`config.mk`:
```
export PLATFORM = sky130hd
export DESIGN_NAME = pwf_top
export DESIGN_NICKNAME = d
export VERILOG_FILES = /design/src/core/pwf_chan.v /design/src/core/pwf_top.v
export VERILOG_INCLUDE_DIRS = /design/src /design/src/core
export SDC_FILE = /design/constraint.sdc
export NUM_CORES = 1
export LEC_CHECK = 0
export BUFFER_PORTS_ARGS = -buffer_cell sky130_fd_sc_hd__buf_2
export CAP_MARGIN = 40
export CORE_ASPECT_RATIO = 0.5
export CORE_UTILIZATION = 60
export DETAILED_ROUTE_END_ITERATION = 7
export GPL_TIMING_DRIVEN = 0
export PLACE_DENSITY_LB_ADDON = 0.12
export SETUP_SLACK_MARGIN = 0.02
export SYNTH_ARGS = -nofsm -noshare
export SYNTH_HDL_FRONTEND = slang
export SYNTH_SLANG_ARGS = --single-unit
```
`constraint.sdc`:
```
create_clock -name mclk_in -period 13.1 [get_ports mclk_in]
set_input_delay 0 -clock mclk_in [delete_from_list [all_inputs] [get_ports mclk_in]]
set_output_delay 0 -clock mclk_in [all_outputs]
set_load 0.01 [all_outputs]
```
`src/core/pwf_map.vh`:
```
// Register map, field positions and timing figures of the dual-pin waveform block.
// Included by every design file of the block; definitions only.
`ifndef PWF_MAP_VH
`define PWF_MAP_VH

`define PWF_AW             8
`define PWF_DW             32
`define PWF_ADDR_PERIOD    8'h00
`define PWF_ADDR_DUTY0     8'h04
`define PWF_ADDR_DUTY1     8'h08
`define PWF_ADDR_SQHALF    8'h0C
`define PWF_ADDR_PINCFG    8'h10
`define PWF_ADDR_STATUS    8'h14
`define PWF_ADDR_COUNT     8'h18

// Pin function codes, two bits per pin
`define PWF_FN_GPIO        2'h0
`define PWF_FN_PWM         2'h1
`define PWF_FN_SQUARE      2'h2
// Pin configuration nibble per pin: [1:0] function, [2] gpio level, [3] gpio enable
`define PWF_PIN_STRIDE     4
`define PWF_PIN_FN_LSB     0
`define PWF_PIN_LVL        2
`define PWF_PIN_OE         3

`define PWF_RST_PERIOD     32'h0000_03E8
`define PWF_RST_DUTY       32'h0000_0000
`define PWF_RST_SQHALF     32'h0000_0000
`define PWF_RST_PINCFG     8'h00

// Timing figures in their own units
`define PWF_CLK_PS         5000
`define PWF_TICK_PS        1000000
`define PWF_SQ_MIN_PER_PS  250000
`define PWF_RST_HOLD_MS    100
`define PWF_PS_PER_MS      1000000000

`endif

```
`src/core/pwf_chan.v`:
```
// One pulse-width channel: duty shadow register and compare.
// Assumes the shared period counter and boundary pulse come from the top.
`include "pwf_map.vh"
`default_nettype none

module pwf_chan
#(
  parameter W = 32
)
(
  // Clock and reset
  input  wire         mclk_in,
  input  wire         reset_in,
  input  wire         clr_in,
  // Shared timer
  input  wire         bound_in,
  input  wire [W-1:0] cnt_in,
  // Setting
  input  wire [W-1:0] duty_in,
  // Level
  output wire         pwm_out
);

  reg [W-1:0] duty_sh;

  always @(posedge mclk_in or posedge reset_in)
  begin
    if (reset_in)
      duty_sh <= `PWF_RST_DUTY;
    else if (clr_in)
      duty_sh <= `PWF_RST_DUTY;
    else if (bound_in)
      duty_sh <= duty_in;
  end

  // High from period start until count reaches duty; zero is low, >= period is high
  assign pwm_out = (cnt_in < duty_sh);

endmodule // pwf_chan

`default_nettype wire

```
`src/core/pwf_top.v`:
```
// Dual-pin pulse-width / square-wave generator with a plain register port.
// Assumes a 200 MHz mclk_in; hw_reset_in_n is an asynchronous pin.
//
// Function
// - At most two pins carry a waveform, each either pulse-width or square wave.
// - A pin drives the waveform only when software selects that alternate function.
// - The pulse-width timers are 32-bit counters.
// - The pulse-width timers step on a 1 MHz tick so times are whole microseconds.
// - Software sets the pulse-width frequency, at most 1 MHz.
// - Duty may be anything from 0 % to 100 % inclusive.
// - Both pins share one period but each has its own duty setting.
// - The square wave runs from 0 Hz up to 4 MHz with equal high and low times.
// - The hardware reset pin held low for 100 ms resets the block.
//
// Our own choices: the address-and-strobe port and the address map.
`include "pwf_map.vh"
`default_nettype none

module pwf_top
#(
  parameter integer W            = 32,
  parameter integer NPIN         = 2,
  parameter integer RST_HOLD_CYC = `PWF_RST_HOLD_MS * (`PWF_PS_PER_MS / `PWF_CLK_PS)
)
(
  // Clock and reset
  input  wire                 mclk_in,
  input  wire                 reset_in,
  input  wire                 hw_reset_in_n,
  // Register port
  input  wire [`PWF_AW-1:0]   addr_in,
  input  wire [`PWF_DW-1:0]   wdata_in,
  input  wire                 wr_in,
  input  wire                 rd_in,
  output reg  [`PWF_DW-1:0]   rdata_out,
  // Pins
  output reg  [NPIN-1:0]      general_io_pin_out,
  output reg  [NPIN-1:0]      general_io_pin_oe_out
);

  localparam integer TICK_CYC = `PWF_TICK_PS / `PWF_CLK_PS;
  localparam integer SQ_MIN   = (`PWF_SQ_MIN_PER_PS / 2) / `PWF_CLK_PS;
  localparam integer PCW      = NPIN * `PWF_PIN_STRIDE;

  // Pin reset filter: synchronise then require a long low before acting
  reg        hrst_s1;
  reg        hrst_s2;
  reg [31:0] hold_cnt;
  reg        clr;

  always @(posedge mclk_in or posedge reset_in)
  begin
    if (reset_in)
    begin
      hrst_s1  <= 1'b1;
      hrst_s2  <= 1'b1;
      hold_cnt <= 32'h0000_0000;
      clr      <= 1'b0;
    end
    else
    begin
      hrst_s1 <= hw_reset_in_n;
      hrst_s2 <= hrst_s1;
      if (hrst_s2)
      begin
        hold_cnt <= 32'h0000_0000;
        clr      <= 1'b0;
      end
      else if (hold_cnt >= RST_HOLD_CYC[31:0] - 32'h0000_0001)
        clr <= 1'b1;
      else
        hold_cnt <= hold_cnt + 32'h0000_0001;
    end
  end

  // Software registers
  reg [W-1:0]   period;
  reg [W-1:0]   duty0;
  reg [W-1:0]   duty1;
  reg [W-1:0]   sq_half;
  reg [PCW-1:0] pincfg;

  always @(posedge mclk_in or posedge reset_in)
  begin
    if (reset_in)
    begin
      period  <= `PWF_RST_PERIOD;
      duty0   <= `PWF_RST_DUTY;
      duty1   <= `PWF_RST_DUTY;
      sq_half <= `PWF_RST_SQHALF;
      pincfg  <= `PWF_RST_PINCFG;
    end
    else if (clr)
    begin
      period  <= `PWF_RST_PERIOD;
      duty0   <= `PWF_RST_DUTY;
      duty1   <= `PWF_RST_DUTY;
      sq_half <= `PWF_RST_SQHALF;
      pincfg  <= `PWF_RST_PINCFG;
    end
    else if (wr_in)
    begin
      case (addr_in)
        `PWF_ADDR_PERIOD: period  <= wdata_in[W-1:0];
        `PWF_ADDR_DUTY0:  duty0   <= wdata_in[W-1:0];
        `PWF_ADDR_DUTY1:  duty1   <= wdata_in[W-1:0];
        `PWF_ADDR_SQHALF: sq_half <= wdata_in[W-1:0];
        `PWF_ADDR_PINCFG: pincfg  <= wdata_in[PCW-1:0];
        default:          pincfg  <= pincfg;
      endcase
    end
  end

  // 1 MHz tick enable
  reg [15:0] div_cnt;
  wire       tick = (div_cnt == TICK_CYC[15:0] - 16'h0001);
  // No pin shows the pulse width: load at once, nothing can glitch
  reg        pwm_idle;

  always @(posedge mclk_in or posedge reset_in)
  begin
    if (reset_in)
      div_cnt <= 16'h0000;
    else if (clr || tick || pwm_idle)
      div_cnt <= 16'h0000;
    else
      div_cnt <= div_cnt + 16'h0001;
  end

  // Shared period counter; period zero runs as one tick, the 1 MHz ceiling
  reg  [W-1:0] cnt;
  reg  [W-1:0] per_sh;
  wire [W-1:0] per_eff = (per_sh == {W{1'b0}}) ? {{(W-1){1'b0}}, 1'b1} : per_sh;
  wire         bound   = tick && (cnt >= per_eff - {{(W-1){1'b0}}, 1'b1});
  wire         reload  = bound || pwm_idle;

  always @(posedge mclk_in or posedge reset_in)
  begin
    if (reset_in)
    begin
      cnt    <= {W{1'b0}};
      per_sh <= `PWF_RST_PERIOD;
    end
    else if (clr)
    begin
      cnt    <= {W{1'b0}};
      per_sh <= `PWF_RST_PERIOD;
    end
    else if (reload)
    begin
      cnt    <= {W{1'b0}};
      per_sh <= period;
    end
    else if (tick)
      cnt <= cnt + {{(W-1){1'b0}}, 1'b1};
  end

  wire [NPIN-1:0] pwm_lvl;
  wire [W-1:0]    duty_sel [0:1];
  assign duty_sel[0] = duty0;
  assign duty_sel[1] = duty1;

  genvar g;
  generate
    for (g = 0; g < NPIN; g = g + 1)
    begin : g_chan
      pwf_chan #(.W(W)) u_chan
      (
        .mclk_in  (mclk_in),
        .reset_in (reset_in),
        .clr_in   (clr),
        .bound_in (reload),
        .cnt_in   (cnt),
        .duty_in  (duty_sel[g]),
        .pwm_out  (pwm_lvl[g])
      );
    end
  endgenerate

  // Square wave: half period in clock cycles, zero stops it, floor keeps 4 MHz
  reg  [W-1:0] sq_cnt;
  reg  [W-1:0] sq_sh;
  reg          sq_lvl;
  wire [W-1:0] sq_eff  = (sq_sh < SQ_MIN[W-1:0]) ? SQ_MIN[W-1:0] : sq_sh;
  wire         sq_edge = (sq_cnt >= sq_eff - {{(W-1){1'b0}}, 1'b1});

  always @(posedge mclk_in or posedge reset_in)
  begin
    if (reset_in)
    begin
      sq_cnt <= {W{1'b0}};
      sq_sh  <= `PWF_RST_SQHALF;
      sq_lvl <= 1'b0;
    end
    else if (clr)
    begin
      sq_cnt <= {W{1'b0}};
      sq_sh  <= `PWF_RST_SQHALF;
      sq_lvl <= 1'b0;
    end
    else if (sq_sh == {W{1'b0}})
    begin
      // Stopped: wait low for a non-zero setting
      sq_cnt <= {W{1'b0}};
      sq_lvl <= 1'b0;
      sq_sh  <= sq_half;
    end
    else if (sq_edge)
    begin
      sq_cnt <= {W{1'b0}};
      sq_lvl <= ~sq_lvl;
      // Reload only after the high half, at a period end, so both halves match
      if (sq_lvl)
        sq_sh <= sq_half;
    end
    else
      sq_cnt <= sq_cnt + {{(W-1){1'b0}}, 1'b1};
  end

  // Pin multiplexer, registered
  integer p;
  reg [NPIN-1:0] next_pin;
  reg [NPIN-1:0] next_oe;
  reg [1:0]      fn;

  always @*
  begin
    next_pin = {NPIN{1'b0}};
    next_oe  = {NPIN{1'b0}};
    fn       = `PWF_FN_GPIO;
    pwm_idle = 1'b1;
    for (p = 0; p < NPIN; p = p + 1)
    begin
      fn = pincfg[p*`PWF_PIN_STRIDE + `PWF_PIN_FN_LSB +: 2];
      case (fn)
        `PWF_FN_PWM:
        begin
          next_pin[p] = pwm_lvl[p];
          next_oe[p]  = 1'b1;
          pwm_idle    = 1'b0;
        end
        `PWF_FN_SQUARE:
        begin
          next_pin[p] = sq_lvl;
          next_oe[p]  = 1'b1;
        end
        default:
        begin
          next_pin[p] = pincfg[p*`PWF_PIN_STRIDE + `PWF_PIN_LVL];
          next_oe[p]  = pincfg[p*`PWF_PIN_STRIDE + `PWF_PIN_OE];
        end
      endcase
    end
  end

  always @(posedge mclk_in or posedge reset_in)
  begin
    if (reset_in)
    begin
      general_io_pin_out    <= {NPIN{1'b0}};
      general_io_pin_oe_out <= {NPIN{1'b0}};
    end
    else
    begin
      general_io_pin_out    <= next_pin;
      general_io_pin_oe_out <= next_oe;
    end
  end

  // Read port: data the cycle after the strobe, zero for unmapped
  always @(posedge mclk_in or posedge reset_in)
  begin
    if (reset_in)
      rdata_out <= {`PWF_DW{1'b0}};
    else if (rd_in)
    begin
      case (addr_in)
        `PWF_ADDR_PERIOD: rdata_out <= period;
        `PWF_ADDR_DUTY0:  rdata_out <= duty0;
        `PWF_ADDR_DUTY1:  rdata_out <= duty1;
        `PWF_ADDR_SQHALF: rdata_out <= sq_half;
        `PWF_ADDR_PINCFG: rdata_out <= {{(`PWF_DW-PCW){1'b0}}, pincfg};
        `PWF_ADDR_STATUS: rdata_out <= {{(`PWF_DW-NPIN-2){1'b0}}, clr, sq_lvl, pwm_lvl};
        `PWF_ADDR_COUNT:  rdata_out <= cnt;
        default:          rdata_out <= {`PWF_DW{1'b0}};
      endcase
    end
    else
      rdata_out <= {`PWF_DW{1'b0}};
  end

endmodule // pwf_top

`default_nettype wire

```
* Word level (Yosys, flattened, before mapping)
Index checks and enable logic that the tools add are counted.
Cells by class: add/sub/neg operators 6, order comparisons 6, equal/unequal tests 12, multiplexer cells 49, bitwise operators 1, reductions and logical operators 26
Operator list (count):
- 32-bit 2-to-1 mux | 33
- 32-bit one-hot mux with 7 select lines | 1
- 32-bit by 1-bit adder with 32-bit output, second input constant | 3
- 32-bit greater-or-equal comparator | 2
- 32-bit logical NOT | 2
- 32-bit less-than comparator | 2
- 32-bit by 1-bit subtractor with 32-bit output, second input constant | 2
- 32-bit by 25-bit greater-or-equal comparator with 1-bit output, second input constant | 1
- 32-bit by 5-bit less-than comparator with 1-bit output, second input constant | 1
- 8-bit by 5-bit == test with 1-bit output, second input constant | 3
- 8-bit 2-to-1 mux | 3
- 16-bit by 1-bit adder with 16-bit output, second input constant | 1
- 16-bit by 8-bit == test with 1-bit output, second input constant | 1
- 8-bit by 4-bit == test with 1-bit output, second input constant | 2
- 16-bit 2-to-1 mux | 1
- 2-bit nonzero test | 8
- 2-bit AND reduction | 6
- 1-bit 2-to-1 mux | 9
- 3-bit nonzero test | 3
- 8-bit by 3-bit == test with 1-bit output, second input constant | 1
- 8-bit logical NOT | 1
- 2-bit by 1-bit == test with 1-bit output, second input constant | 2
- 2-bit == test, second input constant | 2
- 1-bit one-hot mux with 2 select lines | 2
- 5 further kinds | 8
Storage, ports and cells: register bits 416, bits of input ports 45, word-level logic and storage cells 120

* Logic depth before layout (Yosys ltp)
word-level depth 8, gate-level depth with buffers 22, mapped depth without buffers 19

* Hierarchy
Synthesis repeated with hierarchy kept, for this count alone.
Unflattened totals: cells, all modules 2377, area, all modules 22788.1 µm²
Modules (own cells, without submodules):
- pwf_top | times used 1, cells each 1947, area each 18676.7 µm²
- pwf_chan | times used 2, cells each 215, area each 2055.7 µm²

* Least setup slack after synthesis
No wires, ideal clock.
path kind register to register, start point register sq_sh[17], end point register sq_sh[2], arrival 4638 ps, required time 12979 ps, setup slack 8341 ps, stages on the path, launching flop included 23, path buffers 3, cell sequence dfrtp_1 -> or4_4 -> nand2b_1 -> buf_6 -> and4b_1 -> buf_4 -> nand2_1 -> nand2_1 -> ha_1 -> nand2_1 -> nor3_1 -> nand3_1 -> nor4_1 -> xnor2_1 -> ha_1 -> nand4_1 -> nor3_1 -> a221oi_1 -> a21oi_1 -> nor3b_4 -> nor2_8 -> buf_6 -> a22o_1
Between the ends: longest elaborated chain between the ends 6
Ends and longest elaborated chain:
- start: declaration | line pwf_top.v:182 | reg [W-1:0] sq_sh;
- start signal: assignment | line pwf_top.v:192 | sq_sh <= `PWF_RST_SQHALF;
- start signal: assignment | line pwf_top.v:198 | sq_sh <= `PWF_RST_SQHALF;
- start signal: assignment | line pwf_top.v:206 | sq_sh <= sq_half;
- 32-bit by 5-bit less-than comparator with 1-bit output | line pwf_top.v:184 | wire [W-1:0] sq_eff = (sq_sh < SQ_MIN[W-1:0]) ? SQ_MIN[W-1:0] : sq_sh;
- 32-bit 2-to-1 mux | line pwf_top.v:184
- 32-bit by 1-bit subtractor with 32-bit output | line pwf_top.v:185 | wire sq_edge = (sq_cnt >= sq_eff - {{(W-1){1'b0}}, 1'b1});
- 32-bit greater-or-equal comparator | line pwf_top.v:185
- 3-bit nonzero test (no source line)
- 2-bit AND reduction (no source line)
Parallel ways exist; a longest one is shown, timed or not. A chain may end at the register's enable or synchronous reset.

* Worst setup path in the final report
start point register per_sh[11], end point register cnt[11]
Between the ends: longest elaborated chain between the ends 8
Ends and longest elaborated chain:
- start: declaration | line pwf_top.v:132 | reg [W-1:0] per_sh;
- start signal: assignment | line pwf_top.v:142 | per_sh <= `PWF_RST_PERIOD;
- start signal: assignment | line pwf_top.v:147 | per_sh <= `PWF_RST_PERIOD;
- start signal: assignment | line pwf_top.v:152 | per_sh <= period;
- 32-bit logical NOT | line pwf_top.v:133 | wire [W-1:0] per_eff = (per_sh == {W{1'b0}}) ? {{(W-1){1'b0}}, 1'b1} : per_sh;
- 32-bit 2-to-1 mux * | line pwf_top.v:133
- 32-bit by 1-bit subtractor with 32-bit output * | line pwf_top.v:134 | wire bound = tick && (cnt >= per_eff - {{(W-1){1'b0}}, 1'b1});
- 32-bit greater-or-equal comparator * | line pwf_top.v:134
- 1-bit logical AND * | line pwf_top.v:134
- 1-bit logical OR * | line pwf_top.v:135 | wire reload = bound || pwm_idle;
- 32-bit 2-to-1 mux | line pwf_top.v:149 | else if (reload)
- 32-bit 2-to-1 mux | line pwf_top.v:144 | else if (clr)
- end signal: assignment | line pwf_top.v:141 | cnt <= {W{1'b0}};
- end signal: assignment | line pwf_top.v:146 | cnt <= {W{1'b0}};
- end signal: assignment | line pwf_top.v:151 | cnt <= {W{1'b0}};
- end: declaration | line pwf_top.v:131 | reg [W-1:0] cnt;
Every way passes the cells marked *; elsewhere a longest branch is shown, timed or not.

==> results.md <==
* Worst path max stage delay at 0.72 ns
* Hold Path Class: input pin to async pin
* Count of hold-fix buffers inserted at cts at 38
* Library cell appearing most often on the critical path: sky130_fd_sc_hd__nor2_1
* Ordered list of cells on the worst path: or4_1 > nor3_1 > nand4_1 > nor3_1 > nor2_1 > ha_1 > nand2_1 > nor2_1 > nand2_1 > nor3_1 > xnor2_1 > ha_1 > and4_1 > o2111ai_1 > a21oi_1 > a31oi_2 > nor2_1 > clkbuf_1 > clkbuf_1 > nor2_1
* Detailed Route Iter0 Violations at between 2000 and 2500
* Post-synthesis instance total at about 2400
* Most used DFF post-synth: sky130_fd_sc_hd__dfrtp_1
* Multi-input combinational cell area at 11200 um^2
* Req. time, crit path at 13.51 ns
* Fillcell total at around 2800
* Number of antenna violations at the first check in global routing at 2
* Filler-free cell count of the finished design at 3129
* Post-layout min period at 6.09 ns
* Total wire length after detailed routing at between 60000 and 70000 um
* Pre-antenna DRT Iters at 7
* Proportion of synthesized flip-flops having asynchronous set or reset at 100%
* Total power at 4.38 mW
* Library cells used by synthesis at 70
* Via count at just under 20000
* Final count of hold timing violations at 0
* Post-CTS setup-driven buffer insertion count at 0
* CTS tree: done
* Cell type with the highest aggregate area in the netlist: sky130_fd_sc_hd__dfrtp_1
* Final setup skew at 0.0217 ns
* Buffers added on ports at 79
* H-tree depth at 2
* Clock tree sinks at 416
* Wire length of the first global-routing pass at 106000 um
* Final RePlAce weighted congestion at 1.01
* IR Drop Worst-Case VDD at 113 uV
* Fraction of layout instances using a drive strength above 1 at under 10%
* Syn Area/Cell at 9.20 um^2
* Count of instances resized after the clock tree is built at 0
* TritonCTS Buffers at 39
* Slowest cell on crit path: sky130_fd_sc_hd__clkbuf_1
* Leading cell types by total area after synthesis: sky130_fd_sc_hd__dfrtp_1 (45%), sky130_fd_sc_hd__ha_1 (7.6%), sky130_fd_sc_hd__nand2_1 (6.9%)
* CTS clock-pin slew for the worst setup and hold paths at 0.07 ns
* Routed wirelength normalized by instance count at about 22 um
* Achievable clock frequency at 164 MHz
* Flip-flop and latch count after synthesis at 416
* Layout Nets at 2795
* Reg2reg start: per_sh[11]
* Top cells by count, synth: sky130_fd_sc_hd__nand2_1 (412), sky130_fd_sc_hd__dfrtp_1 (402), sky130_fd_sc_hd__a21oi_1 (211)
* Dpl cells at 3018
* Pin slew with the least headroom to its limit at ~1.1 ns
* Startpoint type of the worst setup path: flip-flop
* Max-slew headroom at 24.9%
* Total global-route track usage at 36.1%
* Sequential area share after synthesis at a little under half
* Proportion of netlist area held by the largest area contributor at 44.7%
* Cell with the most instances after synthesis: sky130_fd_sc_hd__nand2_1
* Number of standard-cell rows in the floorplan at 49
* Power per standard cell area at about 170 nW/um^2
* Clk Latency, worst-skew pair at approximately 0.56 ns
* Drc violations at 0
* Capturing element type of the critical path: flip-flop
* Synthesis-to-finish area growth at 13.1%
* Register-to-Register Setup Slack at 7.01 ns
* Worst-case clock buffer depth at 3
* DRT antenna net count at 0
* Synthesis warning total at 0
* Crit Path Class: flip-flop to flip-flop
* Boundary Pins at 81
* RR Endpoint: cnt[11]
* Max Transition Viols Final at 0
* FF+latch area at approximately 10000 um^2
* Vias in the first global route at 18701
* Synthesized net count at 2627
* Outcome: complete, no violations
* Delay-heaviest family, CP: simple AND/OR/NAND/NOR gates
* Static leakage at 11.3 nW
* Setup slack at placement at 7.13 ns
* Final-layout setup total negative slack at 0 ns
* Final period util at 46.5%
* Remaining global-route overflow at 0
* Fin worst setup slack at 7.01 ns
* Largest net degree at the start of global routing at 126
* Largest fanout on the critical path at 10
* Number of max-cap violations at 0
* Count of cells along the worst register-to-register path at 20
* Die height at 139 um
* Total die area at 38300 um^2
* Starting density of the core at 61.8%
* Root cell of the clock tree: sky130_fd_sc_hd__clkbuf_16
* Die outline width at 276 um
* Number of enable-type register cells in the synthesized netlist at 0
* Worst Path Arrival at 6.50 ns
* Area of the core region at 36400 um^2
* Final count of negative-setup-slack endpoints at 0
* Final HPWL DP at 50900 um
* Post-DR vias/cell at 6.18
* Unrepaired setup endpoints after global routing: no
* Post-synth design cell area at around 23000 um^2
* Crit path buf inv count at 2
## where the power goes
part / internal (mW) / total, mW / switching [mW] / leakage (nW)
Sequential: 1.37 / 1.47 / 0.101 / 5.70
Clock: 0.735 / 1.26 / 0.526 / 0.691
Combinational: 0.662 / 1.64 / 0.983 / 4.88
## state kept, by name, summed over array words and instances (netlist names), 8 cells and up
name,flops
g_chan.u_chan.duty_sh,64
cnt,32
duty0,32
duty1,32
hold_cnt,32
per_sh,32
period,32
rdata_out,32
sq_cnt,32
sq_half,32
sq_sh,32
div_cnt,16
pincfg,8
## worst reg2reg max path: cells and delay by family (launching register included)
family / cells / cell delay (ns)
AND/OR/NAND/NOR: 12 / 3.06
buffers and inverters: 2 / 1.17
AO/OA/AOI/OAI: 3 / 0.58
adder cells (fa/ha/maj): 2 / 0.55
flip-flops: 1 / 0.46
XOR/XNOR: 1 / 0.14
## placed cells by master (no fill, tap or decap), types with 9 or more instances in the layout
cell / synthesis / layout
sky130_fd_sc_hd__a22o_1: 46 / 46
sky130_fd_sc_hd__dfrtp_1: 402 / 402
sky130_fd_sc_hd__dlygate4sd3_1: 0 / 38
sky130_fd_sc_hd__xnor2_1: 85 / 85
sky130_fd_sc_hd__o21ai_0: 129 / 129
sky130_fd_sc_hd__a21oi_1: 211 / 211
sky130_fd_sc_hd__a222oi_1: 12 / 12
sky130_fd_sc_hd__nand2_1: 412 / 412
sky130_fd_sc_hd__nand3_1: 55 / 55
sky130_fd_sc_hd__or4_1: 17 / 17
sky130_fd_sc_hd__nor4_1: 17 / 17
sky130_fd_sc_hd__buf_6: 9 / 11
sky130_fd_sc_hd__clkbuf_16: 0 / 41
sky130_fd_sc_hd__nand4_1: 34 / 34
sky130_fd_sc_hd__or3_1: 14 / 14
sky130_fd_sc_hd__buf_2: 7 / 88
sky130_fd_sc_hd__or3b_2: 44 / 44
sky130_fd_sc_hd__mux2i_1: 35 / 35
sky130_fd_sc_hd__nor2_1: 201 / 201
sky130_fd_sc_hd__o31ai_1: 12 / 12
sky130_fd_sc_hd__clkbuf_8: 0 / 11
sky130_fd_sc_hd__a221oi_1: 14 / 14
sky130_fd_sc_hd__xor2_1: 49 / 49
sky130_fd_sc_hd__a21o_1: 11 / 11
sky130_fd_sc_hd__nor3_1: 51 / 51
sky130_fd_sc_hd__nor2b_1: 18 / 18
sky130_fd_sc_hd__and2_1: 9 / 9
sky130_fd_sc_hd__o22ai_1: 11 / 11
sky130_fd_sc_hd__nand3b_1: 9 / 9
sky130_fd_sc_hd__nand2b_1: 57 / 57
sky130_fd_sc_hd__ha_1: 136 / 136
sky130_fd_sc_hd__and3_1: 26 / 26
sky130_fd_sc_hd__clkbuf_1: 108 / 111
sky130_fd_sc_hd__a211oi_1: 16 / 16
sky130_fd_sc_hd__dfstp_2: 14 / 14
sky130_fd_sc_hd__inv_1: 86 / 85
## worst max-delay path by stage
stage	startpoint	end	slack, ns	cells after the start
2_1_floorplan	reset_in	clr	1.55	1
3_3_place_gp	reset_in	sq_cnt[4]	-3.04	2
3_5_place_dp	per_sh[11]	g_chan[1].u_chan.duty_sh[17]	7.13	20
5_1_grt	per_sh[11]	g_chan[1].u_chan.duty_sh[25]	6.64	20
4_1_cts	per_sh[11]	g_chan[1].u_chan.duty_sh[17]	7.08	20
6_report	per_sh[11]	cnt[11]	7.01	20
## cell families (layout without fill, tap and decap cells)
group                    after synthesis  count (layout)  synth area share (%)
adder cells (fa/ha/maj)              136             136                  7.56
other                                  0               1                     0
flip-flops                           416             416                  46.3
AND/OR/NAND/NOR                      993             993                  21.2
buffers and inverters                216             414                  3.96
XOR/XNOR                             134             134                  5.21
AO/OA/AOI/OAI                        508             508                  13.8
multiplexers                          43              43                  1.96
## stage by stage
step	hold slack (ns)	area, um^2	util, %
2_1_floorplan	0.00448	22500	-
3_3_place_gp	0.105	23500	64.6
3_5_place_dp	0.0456	23600	64.9
4_1_cts	0.0112	25400	69.9
5_1_grt	0.0369	25500	69.9
6_report	0.0157	25500	69.9
## final cells by class
cell class | instances | share of cell area, %
multi-input combinational | 1814 | 44.0
buffer | 130 | 2.23
tap | 484 | 2.38
clock buffer | 55 | 4.67
clock inverter | 16 | 0.880
antenna | 1 | 0.00983
sequential | 416 | 41.0
inverter | 86 | 1.30
timing repair buffer | 127 | 3.59
## layer usage
metal	track usage (%)	up-vias	part of all wire, %
li1	-	8851	-
met1	51.2	9379	42
met2	53.0	958	42
met3	12.4	163	13
met4	8.79	0	2.6
met5	0	-	0
(Power assumes the default switching activity.)
